<file path="src/hdl/edso_pkg.sv">
// constants, codes, types and helpers of the dma status and mode block
`default_nettype none
package edso_pkg;
  // register byte offsets
  localparam logic [7:0] A_STATUS = 8'h14;
  localparam logic [7:0] A_OPMODE = 8'h18;
  localparam logic [7:0] A_IRQEN = 8'h1c;
  localparam logic [31:0] RST_ZERO = 32'h0000_0000;
  localparam logic [1:0] RESP_OKAY = 2'h0;
  localparam logic [1:0] RESP_SLVERR = 2'h2;
  // status flag positions
  localparam int TI = 0;
  localparam int TPS = 1;
  localparam int TU = 2;
  localparam int TJT = 3;
  localparam int OVF = 4;
  localparam int UNF = 5;
  localparam int RXC = 6;
  localparam int RU = 7;
  localparam int RPS = 8;
  localparam int RWT = 9;
  localparam int ETI = 10;
  localparam int FBI = 13;
  localparam int ERI = 14;
  localparam int ASUM = 15;
  localparam int NSUM = 16;
  localparam logic [16:0] NORM_SET = 17'h04045;
  localparam logic [16:0] ABN_SET = 17'h027ba;
  localparam logic [16:0] W1C = 17'h1e7ff;
  // operation mode positions
  localparam int OP_RXGO = 1;
  localparam int OP_SHORT = 3;
  localparam int OP_FWDERR = 4;
  localparam int OP_TXGO = 13;
  localparam int OP_THR = 14;
  localparam int OP_FLUSH = 20;
  localparam int OP_TXSF = 21;
  localparam int OP_OVERSZ = 22;
  localparam int OP_NOFLUSH = 24;
  localparam int OP_RXSF = 25;
  localparam int OP_CSUM = 26;
  localparam logic [31:0] OP_MASK = 32'h0771_e01a;
  // descriptor word0 positions
  localparam int D_OWN = 31;
  localparam int D_UNF = 1;
  localparam int D_OVF = 11;
  localparam int D_JAB = 14;
  // frame size limits in bytes
  localparam logic [13:0] JAB_STD = 14'd2048;
  localparam logic [13:0] JAB_JUMBO = 14'd10240;

  typedef enum logic [2:0] {PS_STOP, PS_FETCH, PS_WAIT, PS_SUSP, PS_CLOSE, PS_XFER} edso_proc_e;

  typedef struct packed {
    logic crc_err;
    logic coll_err;
    logic giant;
    logic wdog;
    logic ovf;
    logic csum_err;
    logic short_frame;
    logic over_limit;
  } edso_rxstat_s;

  typedef struct packed {
    logic valid;
    logic tx;
    logic desc;
    logic rd;
  } edso_buserr_s;

  function automatic logic [2:0] proc_code(input edso_proc_e st);
    case (st)
      PS_STOP: proc_code = 3'h0;
      PS_FETCH: proc_code = 3'h1;
      PS_WAIT: proc_code = 3'h3;
      PS_SUSP: proc_code = 3'h4;
      PS_CLOSE: proc_code = 3'h5;
      PS_XFER: proc_code = 3'h7;
      default: proc_code = 3'h0;
    endcase
  endfunction

  function automatic logic [2:0] be_code(input edso_buserr_s e);
    be_code = e.desc ? {1'b1, e.rd, e.tx} : {1'b0, e.tx, e.tx};
  endfunction

  function automatic logic [8:0] tx_thresh(input logic [2:0] c);
    case (c)
      3'h0: tx_thresh = 9'd64;
      3'h1: tx_thresh = 9'd128;
      3'h2: tx_thresh = 9'd192;
      3'h3: tx_thresh = 9'd256;
      3'h4: tx_thresh = 9'd40;
      3'h5: tx_thresh = 9'd32;
      3'h6: tx_thresh = 9'd24;
      default: tx_thresh = 9'd16;
    endcase
  endfunction

  function automatic logic [31:0] lane_mask(input logic [3:0] strb);
    lane_mask = {{8{strb[3]}}, {8{strb[2]}}, {8{strb[1]}}, {8{strb[0]}}};
  endfunction
endpackage
`default_nettype wire

</file>
<file path="src/hdl/edso_dma_status.sv">
// dma event status, operation mode and process control behind axi4-lite
`default_nettype none
// How it works
// - normal summary ORs enabled normal flags
// - abnormal summary ORs enabled abnormal flags
// - flags sticky, write one clears
// - early receive set, cleared by receive-complete
// - bus error records type, halts engine
// - early transmit when frame in fifo
// - watchdog expiry flags and truncates frame
// - stopped flags on entering stopped
// - host-owned rx descriptor suspends reception
// - rx completion writes status, flags done
// - tx underflow suspends, marks descriptor
// - rx overflow flags, marks descriptor
// - jabber beyond size limit stops transmit
// - host-owned tx descriptor suspends transmit
// - tx completion clears ownership, flags done
// - drop error frames unless forwarding
// - rx store-forward waits for whole frame
// - no-flush setting blocks descriptor flushes
// - tx start on whole frame or threshold
// - threshold codes decode to byte counts
// - tx flush self-clears when done
// - tx start runs, clear stops after frame
// - short frames forwarded, giants optionally dropped
// - bus error type encoding
module edso_dma_status (
  // clock and reset
  input wire logic aclk,
  input wire logic aresetn,
  // axi4-lite slave
  input wire logic [7:0] s_axi_awaddr,
  input wire logic [2:0] s_axi_awprot,
  input wire logic s_axi_awvalid,
  output logic s_axi_awready,
  input wire logic [31:0] s_axi_wdata,
  input wire logic [3:0] s_axi_wstrb,
  input wire logic s_axi_wvalid,
  output logic s_axi_wready,
  output logic [1:0] s_axi_bresp,
  output logic s_axi_bvalid,
  input wire logic s_axi_bready,
  input wire logic [7:0] s_axi_araddr,
  input wire logic [2:0] s_axi_arprot,
  input wire logic s_axi_arvalid,
  output logic s_axi_arready,
  output logic [31:0] s_axi_rdata,
  output logic [1:0] s_axi_rresp,
  output logic s_axi_rvalid,
  input wire logic s_axi_rready,
  // transmit engine events
  input wire logic tx_desc_valid,
  input wire logic tx_desc_own,
  input wire logic tx_poll,
  input wire logic tx_frame_in_fifo,
  input wire logic tx_frame_done,
  input wire logic tx_underflow,
  input wire logic [13:0] tx_bytes,
  input wire logic jumbo_en,
  input wire logic [13:0] tx_fifo_bytes,
  input wire logic tx_fifo_flush_done,
  // receive engine events
  input wire logic rx_desc_valid,
  input wire logic rx_desc_own,
  input wire logic rx_poll,
  input wire logic rx_frame_start,
  input wire logic rx_first_buf,
  input wire logic rx_frame_done,
  input wire logic rx_int_disable,
  input wire logic rx_overflow,
  input wire logic rx_watchdog,
  input wire logic rx_fifo_whole,
  input wire logic rx_stat_valid,
  input wire edso_pkg::edso_rxstat_s rx_stat,
  // bus master errors
  input wire edso_pkg::edso_buserr_s bus_err,
  // engine control and descriptor write-back
  output logic tx_bus_en,
  output logic rx_bus_en,
  output logic tx_desc_wr,
  output logic [31:0] tx_desc_word0,
  output logic rx_desc_wr,
  output logic [31:0] rx_desc_word0,
  output logic rx_truncate,
  output logic rx_flush,
  output logic rx_read_en,
  output logic tx_fifo_flush,
  output logic tx_go,
  output logic rx_verdict_valid,
  output logic rx_drop
);
  typedef struct packed {
    logic awready;
    logic wready;
    logic bvalid;
    logic [1:0] bresp;
    logic aw_got;
    logic w_got;
    logic [7:0] awaddr;
    logic [31:0] wdata;
    logic [3:0] wstrb;
    logic arready;
    logic rvalid;
    logic [1:0] rresp;
    logic [31:0] rdata;
    logic [16:0] flags;
    logic [2:0] err_type;
    logic [31:0] opmode;
    logic [16:0] irq_en;
    edso_pkg::edso_proc_e tx_st;
    edso_pkg::edso_proc_e rx_st;
    logic tx_bus_en;
    logic rx_bus_en;
    logic rx_prev_own;
    logic rx_ovf_frame;
    logic tx_wb;
    logic [31:0] tx_word0;
    logic rx_wb;
    logic [31:0] rx_word0;
    logic rx_trunc;
    logic rx_flush;
    logic rx_read_en;
  } edso_regs_s;

  edso_regs_s s;
  edso_regs_s n;
  logic [16:0] set;
  logic [16:0] clr;
  logic [31:0] bm;
  logic aw_hs;
  logic w_hs;
  logic do_wr;
  logic tx_run;
  logic rx_run;
  logic jab;

  always_comb begin
    n = s;
    set = '0;
    clr = '0;
    n.tx_wb = 1'b0;
    n.rx_wb = 1'b0;
    n.rx_trunc = 1'b0;
    n.rx_flush = 1'b0;
    aw_hs = s_axi_awvalid && s.awready;
    w_hs = s_axi_wvalid && s.wready;
    // write channel: address and data may arrive in either order
    if (aw_hs) begin
      n.aw_got = 1'b1;
      n.awaddr = s_axi_awaddr;
    end
    if (w_hs) begin
      n.w_got = 1'b1;
      n.wdata = s_axi_wdata;
      n.wstrb = s_axi_wstrb;
    end
    if (s.bvalid && s_axi_bready) begin
      n.bvalid = 1'b0;
    end
    do_wr = n.aw_got && n.w_got && !s.bvalid;
    bm = edso_pkg::lane_mask(n.wstrb);
    if (do_wr) begin
      n.aw_got = 1'b0;
      n.w_got = 1'b0;
      n.bvalid = 1'b1;
      n.bresp = edso_pkg::RESP_OKAY;
      case (n.awaddr)
        edso_pkg::A_STATUS: clr = n.wdata[16:0] & bm[16:0] & edso_pkg::W1C;
        edso_pkg::A_OPMODE: begin
          n.opmode = ((s.opmode & ~bm) | (n.wdata & bm)) & edso_pkg::OP_MASK;
        end
        edso_pkg::A_IRQEN: begin
          n.irq_en = ((s.irq_en & ~bm[16:0]) | (n.wdata[16:0] & bm[16:0])) & edso_pkg::W1C;
        end
        default: n.bresp = edso_pkg::RESP_SLVERR;
      endcase
    end
    // flush is write-one-to-set; a fresh write beats the done strobe
    n.opmode[edso_pkg::OP_FLUSH] = (do_wr && n.awaddr == edso_pkg::A_OPMODE &&
      n.wdata[edso_pkg::OP_FLUSH] && bm[edso_pkg::OP_FLUSH]) ||
      (s.opmode[edso_pkg::OP_FLUSH] && !tx_fifo_flush_done);
    n.awready = !n.aw_got && !n.bvalid;
    n.wready = !n.w_got && !n.bvalid;
    // read channel: answer one cycle after the address is taken
    if (s.rvalid && s_axi_rready) begin
      n.rvalid = 1'b0;
    end
    if (s_axi_arvalid && s.arready) begin
      n.rvalid = 1'b1;
      n.rresp = edso_pkg::RESP_OKAY;
      case (s_axi_araddr)
        edso_pkg::A_STATUS: begin
          n.rdata = {6'h00, s.err_type, edso_pkg::proc_code(s.tx_st),
            edso_pkg::proc_code(s.rx_st), s.flags};
        end
        edso_pkg::A_OPMODE: n.rdata = s.opmode;
        edso_pkg::A_IRQEN: n.rdata = {15'h0000, s.irq_en};
        default: begin
          n.rdata = edso_pkg::RST_ZERO;
          n.rresp = edso_pkg::RESP_SLVERR;
        end
      endcase
    end
    n.arready = !n.rvalid;
    // bus error: the engine named by the error loses the bus until reset
    if (bus_err.valid) begin
      set[edso_pkg::FBI] = 1'b1;
      n.err_type = edso_pkg::be_code(bus_err);
      if (bus_err.tx) begin
        n.tx_bus_en = 1'b0;
      end else begin
        n.rx_bus_en = 1'b0;
      end
    end
    set[edso_pkg::ETI] = tx_frame_in_fifo;
    tx_run = s.opmode[edso_pkg::OP_TXGO] && s.tx_bus_en;
    rx_run = s.opmode[edso_pkg::OP_RXGO] && s.rx_bus_en;
    jab = tx_bytes > (jumbo_en ? edso_pkg::JAB_JUMBO : edso_pkg::JAB_STD);
    // transmit process
    case (s.tx_st)
      edso_pkg::PS_STOP: begin
        if (tx_run) begin
          n.tx_st = edso_pkg::PS_FETCH;
        end
      end
      edso_pkg::PS_FETCH: begin
        if (!tx_run) begin
          n.tx_st = edso_pkg::PS_STOP;
        end else if (tx_desc_valid) begin
          if (tx_desc_own) begin
            n.tx_st = edso_pkg::PS_XFER;
          end else begin
            n.tx_st = edso_pkg::PS_SUSP;
            set[edso_pkg::TU] = 1'b1;
          end
        end
      end
      edso_pkg::PS_SUSP: begin
        if (!tx_run) begin
          n.tx_st = edso_pkg::PS_STOP;
        end else if (tx_poll) begin
          n.tx_st = edso_pkg::PS_FETCH;
        end
      end
      edso_pkg::PS_XFER: begin
        // a cleared start bit is only honoured once the frame is over
        if (jab) begin
          n.tx_st = edso_pkg::PS_STOP;
          set[edso_pkg::TJT] = 1'b1;
          n.tx_wb = 1'b1;
          n.tx_word0 = edso_pkg::RST_ZERO;
          n.tx_word0[edso_pkg::D_JAB] = 1'b1;
        end else if (tx_underflow) begin
          n.tx_st = edso_pkg::PS_SUSP;
          set[edso_pkg::UNF] = 1'b1;
          n.tx_wb = 1'b1;
          n.tx_word0 = edso_pkg::RST_ZERO;
          n.tx_word0[edso_pkg::D_UNF] = 1'b1;
        end else if (tx_frame_done) begin
          n.tx_st = edso_pkg::PS_CLOSE;
          set[edso_pkg::TI] = 1'b1;
          n.tx_wb = 1'b1;
          n.tx_word0 = edso_pkg::RST_ZERO;
        end
      end
      edso_pkg::PS_CLOSE: n.tx_st = tx_run ? edso_pkg::PS_FETCH : edso_pkg::PS_STOP;
      default: n.tx_st = edso_pkg::PS_STOP;
    endcase
    if (!n.tx_bus_en) begin
      n.tx_st = edso_pkg::PS_STOP;
    end
    // receive process
    case (s.rx_st)
      edso_pkg::PS_STOP: begin
        if (rx_run) begin
          n.rx_st = edso_pkg::PS_FETCH;
        end
      end
      edso_pkg::PS_FETCH: begin
        if (!rx_run) begin
          n.rx_st = edso_pkg::PS_STOP;
        end else if (rx_desc_valid) begin
          n.rx_prev_own = rx_desc_own;
          if (rx_desc_own) begin
            n.rx_st = edso_pkg::PS_WAIT;
          end else begin
            n.rx_st = edso_pkg::PS_SUSP;
            set[edso_pkg::RU] = s.rx_prev_own;
            n.rx_flush = rx_fifo_whole && !s.opmode[edso_pkg::OP_NOFLUSH];
          end
        end
      end
      edso_pkg::PS_WAIT: begin
        if (!rx_run) begin
          n.rx_st = edso_pkg::PS_STOP;
        end else if (rx_frame_start) begin
          n.rx_st = edso_pkg::PS_XFER;
          n.rx_ovf_frame = 1'b0;
        end
      end
      edso_pkg::PS_SUSP: begin
        if (!rx_run) begin
          n.rx_st = edso_pkg::PS_STOP;
        end else if (rx_poll || rx_frame_start) begin
          n.rx_st = edso_pkg::PS_FETCH;
        end
      end
      edso_pkg::PS_XFER: begin
        set[edso_pkg::ERI] = rx_first_buf;
        if (rx_overflow) begin
          set[edso_pkg::OVF] = 1'b1;
          n.rx_ovf_frame = 1'b1;
        end
        if (rx_watchdog || rx_frame_done) begin
          n.rx_st = edso_pkg::PS_CLOSE;
          n.rx_trunc = rx_watchdog;
          set[edso_pkg::RWT] = rx_watchdog;
          set[edso_pkg::RXC] = !rx_int_disable;
          n.rx_wb = 1'b1;
          n.rx_word0 = edso_pkg::RST_ZERO;
          n.rx_word0[edso_pkg::D_OVF] = n.rx_ovf_frame;
        end
      end
      edso_pkg::PS_CLOSE: n.rx_st = rx_run ? edso_pkg::PS_FETCH : edso_pkg::PS_STOP;
      default: n.rx_st = edso_pkg::PS_STOP;
    endcase
    if (!n.rx_bus_en) begin
      n.rx_st = edso_pkg::PS_STOP;
    end
    set[edso_pkg::TPS] = (n.tx_st == edso_pkg::PS_STOP) && (s.tx_st != edso_pkg::PS_STOP);
    set[edso_pkg::RPS] = (n.rx_st == edso_pkg::PS_STOP) && (s.rx_st != edso_pkg::PS_STOP);
    // a set in the clearing cycle wins
    n.flags = (s.flags & ~clr) | set;
    if (set[edso_pkg::RXC]) begin
      n.flags[edso_pkg::ERI] = 1'b0;
    end
    n.flags[edso_pkg::NSUM] = (s.flags[edso_pkg::NSUM] && !clr[edso_pkg::NSUM]) ||
      (s.irq_en[edso_pkg::NSUM] && |(n.flags & s.irq_en & edso_pkg::NORM_SET));
    n.flags[edso_pkg::ASUM] = (s.flags[edso_pkg::ASUM] && !clr[edso_pkg::ASUM]) ||
      (s.irq_en[edso_pkg::ASUM] && |(n.flags & s.irq_en & edso_pkg::ABN_SET));
    n.rx_read_en = !s.opmode[edso_pkg::OP_RXSF] || rx_fifo_whole;
  end

  always_ff @(posedge aclk) begin
    if (!aresetn) begin
      s <= '0;
      s.awready <= 1'b1;
      s.wready <= 1'b1;
      s.arready <= 1'b1;
      s.tx_bus_en <= 1'b1;
      s.rx_bus_en <= 1'b1;
    end else begin
      s <= n;
    end
  end

  edso_frame_policy u_policy (
    .aclk(aclk),
    .aresetn(aresetn),
    .opmode(s.opmode),
    .rx_stat_valid(rx_stat_valid),
    .rx_stat(rx_stat),
    .tx_fifo_bytes(tx_fifo_bytes),
    .tx_frame_whole(tx_frame_in_fifo),
    .rx_verdict_valid(rx_verdict_valid),
    .rx_drop(rx_drop),
    .tx_go(tx_go)
  );

  assign s_axi_awready = s.awready;
  assign s_axi_wready = s.wready;
  assign s_axi_bresp = s.bresp;
  assign s_axi_bvalid = s.bvalid;
  assign s_axi_arready = s.arready;
  assign s_axi_rdata = s.rdata;
  assign s_axi_rresp = s.rresp;
  assign s_axi_rvalid = s.rvalid;
  assign tx_bus_en = s.tx_bus_en;
  assign rx_bus_en = s.rx_bus_en;
  assign tx_desc_wr = s.tx_wb;
  assign tx_desc_word0 = s.tx_word0;
  assign rx_desc_wr = s.rx_wb;
  assign rx_desc_word0 = s.rx_word0;
  assign rx_truncate = s.rx_trunc;
  assign rx_flush = s.rx_flush;
  assign rx_read_en = s.rx_read_en;
  assign tx_fifo_flush = s.opmode[edso_pkg::OP_FLUSH];
endmodule
`default_nettype wire

</file>
<file path="src/hdl/edso_frame_policy.sv">
// receive drop verdict and transmit start decision
`default_nettype none
module edso_frame_policy (
  // clock and reset
  input wire logic aclk,
  input wire logic aresetn,
  // settings
  input wire logic [31:0] opmode,
  // receive frame status
  input wire logic rx_stat_valid,
  input wire edso_pkg::edso_rxstat_s rx_stat,
  // transmit fifo fill
  input wire logic [13:0] tx_fifo_bytes,
  input wire logic tx_frame_whole,
  // decisions
  output logic rx_verdict_valid,
  output logic rx_drop,
  output logic tx_go
);
  typedef struct packed {
    logic vv;
    logic drop;
    logic go;
  } edso_pol_s;
  edso_pol_s s;
  edso_pol_s n;
  logic hard_err;

  always_comb begin
    hard_err = rx_stat.crc_err | rx_stat.coll_err | rx_stat.giant | rx_stat.wdog | rx_stat.ovf;
    n.vv = rx_stat_valid;
    n.drop = 1'b0;
    if (!opmode[edso_pkg::OP_FWDERR]) begin
      // checksum-only errors survive when the keep setting is on
      n.drop = hard_err | (rx_stat.csum_err & !opmode[edso_pkg::OP_CSUM]);
    end
    if (!hard_err && rx_stat.short_frame && !opmode[edso_pkg::OP_SHORT]) begin
      n.drop = 1'b1;
    end
    if (rx_stat.over_limit && opmode[edso_pkg::OP_OVERSZ]) begin
      n.drop = 1'b1;
    end
    if (opmode[edso_pkg::OP_TXSF]) begin
      n.go = tx_frame_whole;
    end else begin
      n.go = tx_frame_whole ||
        (tx_fifo_bytes > {5'h00, edso_pkg::tx_thresh(opmode[edso_pkg::OP_THR +: 3])});
    end
  end

  always_ff @(posedge aclk) begin
    if (!aresetn) begin
      s <= '0;
    end else begin
      s <= n;
    end
  end

  assign rx_verdict_valid = s.vv;
  assign rx_drop = s.drop;
  assign tx_go = s.go;
endmodule
`default_nettype wire

</file>
<file path="config.mk">
export PLATFORM = sky130hd
export DESIGN_NAME = edso_dma_status
export DESIGN_NICKNAME = d
export VERILOG_FILES = /design/src/hdl/edso_pkg.sv /design/src/hdl/edso_dma_status.sv /design/src/hdl/edso_frame_policy.sv
export SDC_FILE = /design/constraint.sdc
export NUM_CORES = 1
export LEC_CHECK = 0
export BUFFER_PORTS_ARGS = -buffer_cell sky130_fd_sc_hd__buf_2
export CAP_MARGIN = 20
export CELL_PAD_IN_SITES_DETAIL_PLACEMENT = 0
export CELL_PAD_IN_SITES_GLOBAL_PLACEMENT = 1
export CORE_ASPECT_RATIO = 1.1
export CORE_MARGIN = 2
export CORE_UTILIZATION = 33
export DETAILED_ROUTE_END_ITERATION = 10
export GPL_ROUTABILITY_DRIVEN = 0
export GPL_TIMING_DRIVEN = 0
export PLACE_DENSITY = 0.84
export REMOVE_ABC_BUFFERS = 1
export SYNTH_ARGS = -nofsm -noshare
export SYNTH_HDL_FRONTEND = slang
export SYNTH_SLANG_ARGS = --single-unit
</file>
<file path="constraint.sdc">
create_clock -name aclk -period 2.18 [get_ports aclk]
set_clock_uncertainty 0.1 [all_clocks]
set_input_delay 0.218 -clock aclk [delete_from_list [all_inputs] [get_ports aclk]]
set_output_delay 0.218 -clock aclk [all_outputs]
set_load 0.005 [all_outputs]
</file>
Word-level counts from Yosys, hierarchy flattened
Cells that the tools add are included.
{"block": "word_totals", "regBits": 186, "latchBits": 0, "ramBits": 0, "rom_bits": 0, "input_bits": 124, "out_inout_bits": 116, "mem_count": 0}
{"block": "classes", "addsub": 0, "n_mul": 0, "div": 0, "magnitude_cmp": 2, "n_eq_ne": 24, "shifts": 0, "muxes": 84, "bitwise": 23, "reduce_logical": 69}
{"cell": "$mux W33", "count": 3}
{"cell": "$pmux W27 S3", "count": 1}
{"cell": "$pmux W9 S7", "count": 1}
{"cell": "$mux W3", "count": 20}
{"cell": "$and A27 B27 Y27", "count": 2}
{"cell": "$eq A8 B5 Y1 const B", "count": 6}
{"cell": "$pmux W3 S5", "count": 3}
{"cell": "$mux W1", "count": 42}
{"cell": "$mux W36", "count": 1}
{"cell": "$mux W35", "count": 1}
{"cell": "$and A17 B17 Y17", "count": 2}
{"cell": "$mux W17", "count": 2}
{"cell": "$mux W34", "count": 1}
{"cell": "$and A15 B15 Y15", "count": 2}
{"cell": "$not A27 Y27", "count": 1}
{"cell": "$or A27 B27 Y27", "count": 1}
{"cell": "$logic_and A1 B1 Y1", "count": 25}
{"cell": "$eq A3 B3 Y1 const B", "count": 7}
{"cell": "$eq A3 B2 Y1 const B", "count": 6}
{"cell": "$pmux W3 S6", "count": 1}
{"cell": "$not A17 Y17", "count": 1}
{"cell": "$or A17 B17 Y17", "count": 1}
{"cell": "$logic_not A3 Y1", "count": 5}
{"cell": "$not A15 Y15", "count": 1}
{"cell": "other kinds (25)", "count": 66}

Logic depth before layout (Yosys ltp)
Gate-level depths: netlist of run 1.
{"block": "depth", "depth_word": 13, "mapped_depth": 10, "mapped_depth_nobuf": 9}

By module
A second synthesis of run 1 with hierarchy kept.
{"block": "unflattened", "cells_unflattened": 792, "area_unflattened_um2": 6842.8}
{"mod": "edso_dma_status", "instances": 1, "cells_each": 755, "area_per_inst_um2": 6497.5, "seq_area_each_um2": 2622.5}
{"mod": "edso_frame_policy", "instances": 1, "cells_each": 37, "area_per_inst_um2": 345.3, "seq_area_each_um2": 60.1}

Least setup slack after synthesis of run 1
No wires, ideal clock.
{"block": "synth_timing", "path_type": "flip-flop to flip-flop", "startpoint": "register s[225] (netlist bit)", "endpoint": "register s[147] (netlist bit)", "setup_time_ns": 0.132, "arrival_time_ns": 2.091, "required_ns": 1.948, "setup_slack_ns": -0.143, "stages_incl_launch_ff": 8, "n_path_buf": 0, "path_cell_list": "dfxtp_1 > or4_4 > nor4b_4 > o221ai_2 > o31a_1 > o21a_1 > o41ai_2 > a21oi_1"}
{"block": "synth_between", "elab_chain_len": 12}
{"item": "start, declared", "line_no": "edso_dma_status.sv:126", "source": "edso_regs_s s;"}
{"item": "start signal, assigned", "line_no": "edso_dma_status.sv:354", "source": "s <= n;"}
{"item": "$mux W8 (*)", "line_no": "edso_dma_status.sv:149", "source": "if (aw_hs) begin"}
{"item": "$eq A8 B5 Y1 (*)", "line_no": "edso_dma_status.sv:168", "source": "case (n.awaddr)"}
{"item": "$mux W17 (*)", "line_no": "edso_dma_status.sv:168"}
{"item": "$mux W17 (*)", "line_no": "edso_dma_status.sv:163", "source": "if (do_wr) begin"}
{"item": "$not A15 Y15", "line_no": "edso_dma_status.sv:334", "source": "n.flags = (s.flags & ~clr) | set;"}
{"item": "$and A15 B15 Y15", "line_no": "edso_dma_status.sv:334"}
{"item": "$or A15 B15 Y15", "line_no": "edso_dma_status.sv:334"}
{"item": "$mux W1", "line_no": "edso_dma_status.sv:335", "source": "if (set[edso_pkg::RXC]) begin"}
{"item": "$and A15 B15 Y15", "line_no": "edso_dma_status.sv:339", "source": "(s.irq_en[edso_pkg::NSUM] && |(n.flags & s.irq_en & edso_pkg::NORM_SET));"}
{"item": "$reduce_or A4 Y1", "line_no": "edso_dma_status.sv:339"}
{"item": "$logic_and A1 B1 Y1", "line_no": "edso_dma_status.sv:339"}
{"item": "$logic_or A1 B1 Y1 (*)", "line_no": "edso_dma_status.sv:338", "source": "n.flags[edso_pkg::NSUM] = (s.flags[edso_pkg::NSUM] && !clr[edso_pkg::NSUM]) ||"}
Every way passes the cells marked *; elsewhere a longest branch is shown, timed or not.
A chain may end at the register's enable or synchronous reset.

Final worst setup path of run 1
Ends and elaborated chain as after synthesis.

==> reports/qor.yml, run 1 <==
outcome:
  status: "complete, but fails checks"
  violations: "DRC, setup timing"
sta:
  timing.final.ws_setup_ps: -451
  slew_viol_final: 0
  worst_hold_slack_ps: 18.5
  period_share_pct: 121
  setup_viol: 32
  worst_pin_slew_ps: 1060
  setup_tns_ps: -9010
  hold_violations: 0
  max_freq_mhz: 380
  relSlewSlack_pct: 29.3
  period_needed_ps: 2630
  rsz0062_at_grt: "yes"
power:
  p_sw_uw: 1620
  clkPwrFrac_pct: 46.6
  p_comb_share_pct: 12.8
  total_power_uw: 6440
  vdd_drop_max_v: 0.000396
  seqPwrFrac_pct: 40.6
  power_density_nw_per_um2: 757
  internal_power_uw: 4810
  p_leak_uw: 0.00360
  swShare_pct: 25.2
min_path:
  holdPathStages: 3
  hold_class: "primary input to flip-flop"
floorplanning:
  die_y_um: 154
  ios: 240
  dieArea_um2: 21500
  initial_core_util_pct: 33.7
  die_w_um: 140
  rows: 54
  core_um2: 19900
logic_synthesis:
  synth_top_area_cell: "dfxtp_1"
  yosys.area.top_type_share_pct: 39.9
  synth-edff-count: 0
  synthArstFlopShare_pct: 0
  synth_area_leaders: "dfxtp_1 40%, buf_4 11%, nor2_1 6.6%"
  ys_seq_elements: 134
  synth_cell_types: 68
  netlist_instances: 799
  yosysWarnings: 0
  netlist_top_cells_count: "134 x dfxtp_1, 118 x nor2_1, 100 x buf_4"
  ys_seq_area_share_pct: 39.9
  ys.flop_type: "dfxtp_1"
  synth_area_um2: 6730
  synth_area_per_cell_um2: 8.42
  post-synth-top-count-cell: "dfxtp_1"
drt:
  drcViolationCount: 17
  drt_pass1_iterations: 9
  vias_per_cell: 4.86
  dr.first_iter.drc_count: 336
  antenna_left: 0
  wl_per_cell_um: 15.3
  wl_mm: 18.7
  vias: 5930
placement:
  dp_worst_setup_slack_ps: -1100
  numPortBuffers: 152
  hpwl_mm: 12.7
  dpl-instance-area_um2: 7200
grt:
  grt_pass1_wl_mm: 28.6
  grt_max_degree: 88
  gr-usage-all-layers_pct: 17.0
  grt_overflow: 0
  antenna_found_initial: 0
  grt_pass1_vias: 5456
setup_path:
  required_ps: 2360
  end_kind: "flip-flop"
  startpoint_type: "flip-flop"
  critical_path.max_fanout: 8
  worst-setup-path-type: "flip-flop to flip-flop"
  critPathArrivalTime_ps: 2820
  r2r_slack_ps: -450
  r2r_cells: 8
final_layout:
  largest_register_ffs: 88
  n_antenna_cell: 0
  area_growth_pct: 26.3
  final_cell_area_um2: 8500
  drive_gt1_share_pct: 25.5
  nets: 1089
  regMostFlops: "s"
run:
  maxCapViolations: 0
clock_network:
  cts_root_buf: "clkbuf_16"
  h-tree-depth: 4
  clk_latency_ps: 410
  cts.sink_count: 134
  tritoncts: "yes"
  clk_pin_slew_ps: 60
  numCtsBuffers: 17
  clock_path_buffers: 2
[worst max-delay path: stages, from the launching register on]
cell and delay, ps:
dfxtp_2 310, or4_4 530, nor4b_4 310, o221ai_4 160, buf_12 190, o31a_1 250, o21a_1 200, o41ai_4 340
a21oi_1 110
[cells in the final DEF (no fill, tap or decap), types with 5 or more instances in the layout]
master and n:
mux2_2 7, nor2_1 118, nand2_1 63, nand2b_1 13
and3_1 5, mux2i_1 33, nand3b_1 5, a22oi_1 24
ha_1 10, and2_1 9, inv_1 14, a21oi_1 61
clkinvlp_4 5, nor3b_1 5, buf_2 152, o21a_1 7
buf_4 18, o31ai_1 5, nand3_1 13, or3_1 5
nor3_1 9, o21ai_0 18, dlygate4sd3_1 29, nor2b_1 9
nor4_1 5, a31oi_1 6, clkbuf_16 17, conb_1 70
a211oi_1 16, dfxtp_1 130
[metrics by stage]
| stage | utilization (%) | std cells |
|---|---|---|
| 2_1_floorplan | - | 730 |
| 3_3_place_gp | 35.9 | 1134 |
| 3_5_place_dp | 36.1 | 1136 |
| 4_1_cts | 42.2 | 1216 |
| 5_1_grt | 42.6 | 1220 |
| 6_report | 42.6 | 1220 |
[cell families (layout without fill, tap and decap cells)]
family,Yosys count,after routing,synth area share [%]
muxes,41,41,6.23
DFF,134,134,39.9
adders and majority gates,10,10,1.86
AOI/OAI and AO/OA,177,177,17.6
xor gates and xnor gates,1,1,0.130
buffers and inverters,153,251,14.2
and+or+nand+nor,282,284,20.0
other,1,70,0.0558
[routing by layer]
layer	part of all wire (%)	routed length [um]	global-route usage, %	up-vias
met5	0	0	0	-
met4	1.9	362	5.96	0
met3	7.1	1330	4.70	20
met2	48	8890	28.4	224
met1	43	8080	21.0	2743
li1	-	-	-	2943
[cell type report]
class	count	area [um^2]
repair buffers	204	1310
multi-input cells	583	3500
flip-flops and latches	134	2690
clock inverters	11	146
clock buffers	21	480
well taps	252	315
inverters	15	58.8
fillers	2004	11400
[timing repair]
action                                  CTS  global route
hold endpoints to repair                 30             0
resized for setup                        23            10
cloned                                    2             1
pin swaps                                 2             1
buffers inserted                         17             2
hold buffers                             29             0
endpoints found under the setup margin   44            41
[power by group through the flow]
stage	Combinational (uW)	Clock [uW]	Sequential, uW
after floorplan	406	0	2650
after global placement	689	0	2660
after detailed placement	697	0	2660
after CTS	804	3080	2610
after global routing	912	3190	2620
final	823	3000	2610
[worst paths after layout]
| path | end | from |
|---|---|---|
| worst min-delay path | s[197] | s_axi_wdata[9] |
| worst max register to register | s[147] | s[225] |
| worst min register to register | s_axi_rdata[20] | s_axi_rdata[20] |
| worst max-delay path | s[147] | s[225] |
No activity file was read; power rests on OpenSTA's default activity.
==> run 2, diff against run 1 <==
--- a/config.mk
+++ b/config.mk
@@ -14,7 +14,6 @@
 export CORE_UTILIZATION = 33
 export DETAILED_ROUTE_END_ITERATION = 10
 export GPL_ROUTABILITY_DRIVEN = 0
-export GPL_TIMING_DRIVEN = 0
 export PLACE_DENSITY = 0.84
 export REMOVE_ABC_BUFFERS = 1
 export SYNTH_ARGS = -nofsm -noshare
==> run 2 against run 1 <==
The run still ends with DRC, setup timing left. Sequential power barely moved. Sequential cell count did not move. Final cell count rose by 4.9%. Setup slack improved by 100 ps. Count of clock-buffer cells in the layout rose by 4. Clock power barely moved. Critical path depth did not move. Design area rose by 6.4%. First-iteration DRC count rose by 8.9%. Core utilization rose by 2.7 points. Sequential share of layout area fell by 1.9 points. Critical path type unchanged. Highest routed layer unchanged.
==> reports/qor.yml, run 2 (synthesis gave the netlist of run 1 again) <==
sta:
  period_needed_ps: 2530  # -105 ps
  hold_violations: 0  # unchanged
  slew_viol_final: 0  # unchanged
  max_freq_mhz: 396  # +4.2%
  rsz0062_at_grt: "yes"
  timing.final.ws_setup_ps: -347  # +105 ps
  period_share_pct: 116  # -4.8 points
  setup_viol: 27  # -16%
  worst_hold_slack_ps: 21.9  # +3.36 ps
power:
  internal_power_uw: 4900  # +1.8%
  seqPwrFrac_pct: 40.0  # -0.6 points
  power_density_nw_per_um2: 721  # -4.9%
  vdd_drop_max_v: 0.000511  # +29%
  p_comb_share_pct: 14.4  # +1.6 points
  swShare_pct: 24.8  # -0.43 points
  p_sw_uw: 1610  # -0.51%
  clkPwrFrac_pct: 45.6  # -1.0 points
  p_leak_uw: 0.00393  # +9.1%
clock_network:
  h-tree-depth: 4  # unchanged
  clk_pin_slew_ps: 60  # about the same
  clk_latency_ps: 420  # about the same
  cts_root_buf: "clkbuf_16"
  tritoncts: "yes"
  cts.sink_count: 134  # unchanged
  clock_path_buffers: 2  # unchanged
  numCtsBuffers: 17  # unchanged
final_layout:
  drive_gt1_share_pct: 32.5  # +7.0 points
  regMostFlops: "s"
  layout_common_cells: "153 x buf_2, 133 x dfxtp_1, 110 x nor2_1"
  area_growth_pct: 34.4
  nets: 1149  # +5.5%
  nFillCells: 1953  # -2.5%
  n_antenna_cell: 0  # unchanged
  largest_register_ffs: 88  # unchanged
  final_common_cell: "buf_2"
floorplanning:
  rows: 54  # unchanged
  ios: 240  # unchanged
  die_y_um: 154  # unchanged
  initial_core_util_pct: 33.7  # unchanged
  core_um2: 19900  # unchanged
  die_w_um: 140  # unchanged
  dieArea_um2: 21500  # unchanged
setup_path:
  startpoint_type: "flip-flop"
  end_kind: "flip-flop"
  reg2reg_to: "s[146]"
  r2r_slack_ps: -350  # +100 ps
  critical_path.max_fanout: 8  # unchanged
  crit_path_start: "s[225]"
  r2r_cells: 8  # unchanged
  r2r-start: "s[225]"
  worst-setup-path-type: "flip-flop to flip-flop"
  required_ps: 2380  # +20 ps
  critPathArrivalTime_ps: 2730  # -90 ps
  endpoint: "s[146]"
drt:
  vias: 6192  # +4.4%
  wl_per_cell_um: 15.0  # -1.7%
  vias_per_cell: 4.84  # -0.48%
  drt_pass1_iterations: 11  # +2
  antenna_left: 0  # unchanged
  wl_mm: 19.3  # +3.1%
  dr.first_iter.drc_count: 366  # +8.9%
  drcViolationCount: 17  # unchanged
outcome:
  violations: "DRC, setup timing"
  status: "complete, but fails checks"
min_path:
  hp-start: "rx_overflow"
  hold_class: "primary input to flip-flop"
placement:
  numPortBuffers: 152  # unchanged
  dp_worst_setup_slack_ps: -436  # +665 ps
  hpwl_mm: 14.5  # +14%
grt:
  grt_overflow: 0  # unchanged
  antenna_found_initial: 0  # unchanged
  grt_pass1_wl_mm: 29.4  # +3.0%
  grt_pass1_vias: 5688  # +4.3%
  grt_max_degree: 41  # -53%
  gr-usage-all-layers_pct: 17.4  # +0.40 points
run:
  maxCapViolations: 0  # unchanged
run 2: power groups by stage:
stage	clock network (uW)	logic, uW	registers [uW]
after floorplan	0	406	2650
after global placement	0	840	2650
after detailed placement	0	848	2660
after CTS	3030	895	2600
after global routing	3130	1040	2610
final	2970	938	2610
run 2: worst min path at each step:
stage / slack (ps) / to / depth (start not counted)
2_1_floorplan: 180 / rx_bus_en / 1
3_3_place_gp: 330 / u_policy.rx_verdict_valid / 2
3_5_place_dp: 340 / u_policy.rx_verdict_valid / 2
4_1_cts: 0.5 / s[145] / 3
5_1_grt: 30 / rx_desc_word0[11] / 3
6_report: 20 / rx_desc_word0[11] / 3
run 2: layout make-up:
class / count / area, um^2 / share of cell area, %
multi-input cells: 581 / 3620 / 40.0
flip-flops and latches: 134 / 2680 / 29.7
repair buffers: 266 / 1750 / 19.4
clock buffers: 25 / 495 / 5.48
well taps: 252 / 315 / 3.49
clock inverters: 7 / 118 / 1.30
inverters: 15 / 56.3 / 0.623
run 2: stage by stage:
stage | instance area, um^2 | instances | power, uW | TNS (ps) | utilization [%]
2_1_floorplan | 6080 | 730 | 3060 | -13560 | -
3_3_place_gp | 7690 | 1203 | 3490 | -2650 | 38.6
3_5_place_dp | 7690 | 1203 | 3500 | -3840 | 38.6
4_1_cts | 8620 | 1265 | 6530 | -5300 | 43.3
5_1_grt | 9040 | 1280 | 6780 | -5540 | 45.4
6_report | 9040 | 1280 | 6510 | -2680 | 45.4
run 2: repair_timing:
item | CTS | global route
resized for setup | 6 | 70
hold buffers | 28 | 0
endpoints found under the setup margin | 36 | 39
gates cloned | 1 | 1
endpoints found under the hold margin | 29 | 0
pin swaps | 1 | 23
buffers inserted | 1 | 15
run 2: layer usage:
layer,global-route usage [%],wire [um],vias to the layer above
met2,28.9,9170,217
met3,4.48,1170,28
met1,21.9,8510,2890
li1,-,-,3057
met5,0,0,-
met4,6.16,406,0
run 2: worst max-delay path, cell delays in order (launching register included):
cell	delay, ps
dfxtp_2	320
or4_4	540
nor4b_4	320
o221ai_4	240
buf_6	230
o31a_1	240
a31oi_1	130
and4_1	200
a31oi_1	80
==> run 3, diff against run 2 <==
--- a/config.mk
+++ b/config.mk
@@ -16,6 +16,7 @@
 export GPL_ROUTABILITY_DRIVEN = 0
 export PLACE_DENSITY = 0.84
 export REMOVE_ABC_BUFFERS = 1
+export SETUP_SLACK_MARGIN = 0.02
 export SYNTH_ARGS = -nofsm -noshare
 export SYNTH_HDL_FRONTEND = slang
 export SYNTH_SLANG_ARGS = --single-unit
==> run 3 against run 2 <==
The flow still finishes with violations (DRC, setup timing). Combinational power barely moved. Total power is essentially flat. Final cell count stayed put. Sequential cell count did not move. Via count is essentially flat. Routed wire length up 0.28%. Sequential power about the same. Setup slack improved by 2.2 ps. Design area hardly changed. Hold slack worse by 0.61 ps. Die area unchanged.
==> reports/qor.yml, run 3 (synthesis gave the netlist of run 1 again) <==
setup_path:
  r2r-start: "s[225]"
  endpoint: "s[146]"
  crit_chain: "or4_4 -> nor4b_4 -> o221ai_4 -> buf_6 -> o31a_1 -> a31oi_1 -> and4_1 -> a31oi_1"
  required_ps: 2380  # about the same
  reg2reg_to: "s[146]"
  critical_path.max_fanout: 8  # unchanged
  crit_cells: 8  # unchanged
  cpMaxStageDelayCell: "or4_4"
  r2r_slack_ps: -340  # about the same
  r2r_cells: 8  # unchanged
  startpoint_type: "flip-flop"
  worst-setup-path-type: "flip-flop to flip-flop"
  critPathArrivalTime_ps: 2720  # about the same
  crit_top_cell: "a31oi_1"
  max_stage_delay_ps: 540  # about the same
  crit_path_start: "s[225]"
  end_kind: "flip-flop"
  critPathBufInv: 1  # unchanged
  cp_top_family: "simple AND/OR/NAND/NOR gates"
grt:
  grt_pass1_vias: 5690  # +0.035%
  grt_pass1_wl_mm: 29.5  # about the same
  grt_max_degree: 41  # unchanged
  grt_overflow: 0  # unchanged
  antenna_found_initial: 0  # unchanged
  gr-usage-all-layers_pct: 17.4  # about the same
placement:
  dpl-instance-area_um2: 7690  # unchanged
  numPortBuffers: 152  # unchanged
  dp_worst_setup_slack_ps: -436  # unchanged
  numPlacedInstances: 1203  # unchanged
  hpwl_mm: 14.5  # unchanged
outcome:
  status: "complete, but fails checks"
  violations: "DRC, setup timing"
drt:
  dr.first_iter.drc_count: 380  # +3.8%
  drt_pass1_iterations: 10  # -1
  vias_per_cell: 4.84  # about the same
  wl_met1_mm: 8.51  # about the same
  vias: 6190  # -0.032%
  antenna_left: 0  # unchanged
  highest_layer: "met4"
  wl_met2_mm: 9.21  # +0.38%
  wl_per_cell_um: 15.1  # +0.28%
  route.met3.wl_mm: 1.19  # +1.5%
  drcViolationCount: 17  # unchanged
  wl_mm: 19.3  # +0.28%
run:
  maxCapViolations: 0  # unchanged
power:
  seqPwrFrac_pct: 40.0  # about the same
  clkPwrFrac_pct: 45.6  # about the same
  vdd_drop_max_v: 0.000510  # -0.21%
  p_leak_uw: 0.00393  # about the same
  swShare_pct: 24.8  # about the same
  power_density_nw_per_um2: 721  # about the same
  p_comb_share_pct: 14.4  # about the same
  p_sw_uw: 1620  # about the same
  internal_power_uw: 4900  # about the same
clock_network:
  clock_path_buffers: 2  # unchanged
  tritoncts: "yes"
  h-tree-depth: 4  # unchanged
  cts_root_buf: "clkbuf_16"
  clk_latency_ps: 420  # about the same
  clk_pin_slew_ps: 60  # about the same
  cts.sink_count: 134  # unchanged
  numCtsBuffers: 17  # unchanged
final_layout:
  final_common_cell: "buf_2"
  ff_latch_area_um2: 2690  # about the same
  n_antenna_cell: 0  # unchanged
  final_cell_area_um2: 9030  # about the same
  nFillCells: 1959  # +0.31%
  area_growth_pct: 34.3  # about the same
  multi_input_area_um2: 3610  # -0.24%
  nets: 1149  # unchanged
  drive_gt1_share_pct: 32.6  # +0.097 points
  largest_register_ffs: 88  # unchanged
  final_cells: 1280  # unchanged
  regMostFlops: "s"
  layout_common_cells: "153 x buf_2, 132 x dfxtp_1, 110 x nor2_1"
floorplanning:
  dieArea_um2: 21500  # unchanged
  die_w_um: 140  # unchanged
  die_y_um: 154  # unchanged
  core_um2: 19900  # unchanged
  rows: 54  # unchanged
  initial_core_util_pct: 33.7  # unchanged
  ios: 240  # unchanged
sta:
  setup_viol: 26  # -3.7%
  hold_violations: 0  # unchanged
  period_share_pct: 116  # about the same
  timing.final.ws_setup_ps: -344  # +2.24 ps
  period_needed_ps: 2520  # -2.24 ps
  max_freq_mhz: 396  # about the same
  rsz0062_at_grt: "yes"
  slew_viol_final: 0  # unchanged
min_path:
  hold_class: "primary input to flip-flop"
-- run 3: cell type report --
class	instances	area share (%)
clock buffer	25	5.48
inverter	15	0.623
clock inverter	7	1.30
sequential	134	29.7
multi-input combinational	581	40.0
tap	252	3.49
timing repair buffer	266	19.4
-- run 3: how the worst min path moves through the flow --
stage	startpoint	to	slack, ps	cells past startpoint
after floorplan	aresetn	rx_bus_en	180	1
after global placement	rx_stat_valid	u_policy.rx_verdict_valid	330	2
after detailed placement	rx_stat_valid	u_policy.rx_verdict_valid	340	2
after CTS	rx_first_buf	s[145]	0.5	3
after global routing	rx_overflow	rx_desc_word0[11]	30	3
final	rx_overflow	rx_desc_word0[11]	20	3
-- run 3: repair_timing --
item                                   CTS  global route
endpoints found under the hold margin   29             0
gates cloned                             1             1
pin swaps                                1            23
resized for setup                        7            69
hold buffers                            28             0
setup buffers                            1            15
setup endpoints to repair               37            42
-- run 3: stage by stage --
stage | util (%) | TNS [ps] | power (uW) | hold slack [ps]
6_report | 45.3 | -2690 | 6510 | 21.3
3_5_place_dp | 38.6 | -3840 | 3500 | 335
3_3_place_gp | 38.6 | -2650 | 3490 | 330
4_1_cts | 43.3 | -5300 | 6530 | 0.532
5_1_grt | 45.3 | -5540 | 6780 | 26.1
2_1_floorplan | - | -13560 | 3060 | 180
-- run 3: per-layer routing --
metal	up-vias	track usage, %
met2	224	28.9
met4	0	6.16
met5	-	0
met3	27	4.48
met1	2886	21.9
li1	3053	-
-- run 3: power by group through the flow --
stage / sequential, uW / clock (uW) / combinational [uW]
after global routing: 2610 / 3130 / 1030
after global placement: 2650 / 0 / 840
final: 2610 / 2970 / 938
after detailed placement: 2660 / 0 / 848
after CTS: 2600 / 3030 / 896
after floorplan: 2650 / 0 / 406
-- run 3: worst register-to-register path, stage by stage (launching register included) --
cell and delay [ps]:
dfxtp_2 320, or4_4 540, nor4b_4 320, o221ai_4 240, buf_6 230, o31a_1 250
a31oi_1 130, and4_1 200, a31oi_1 80
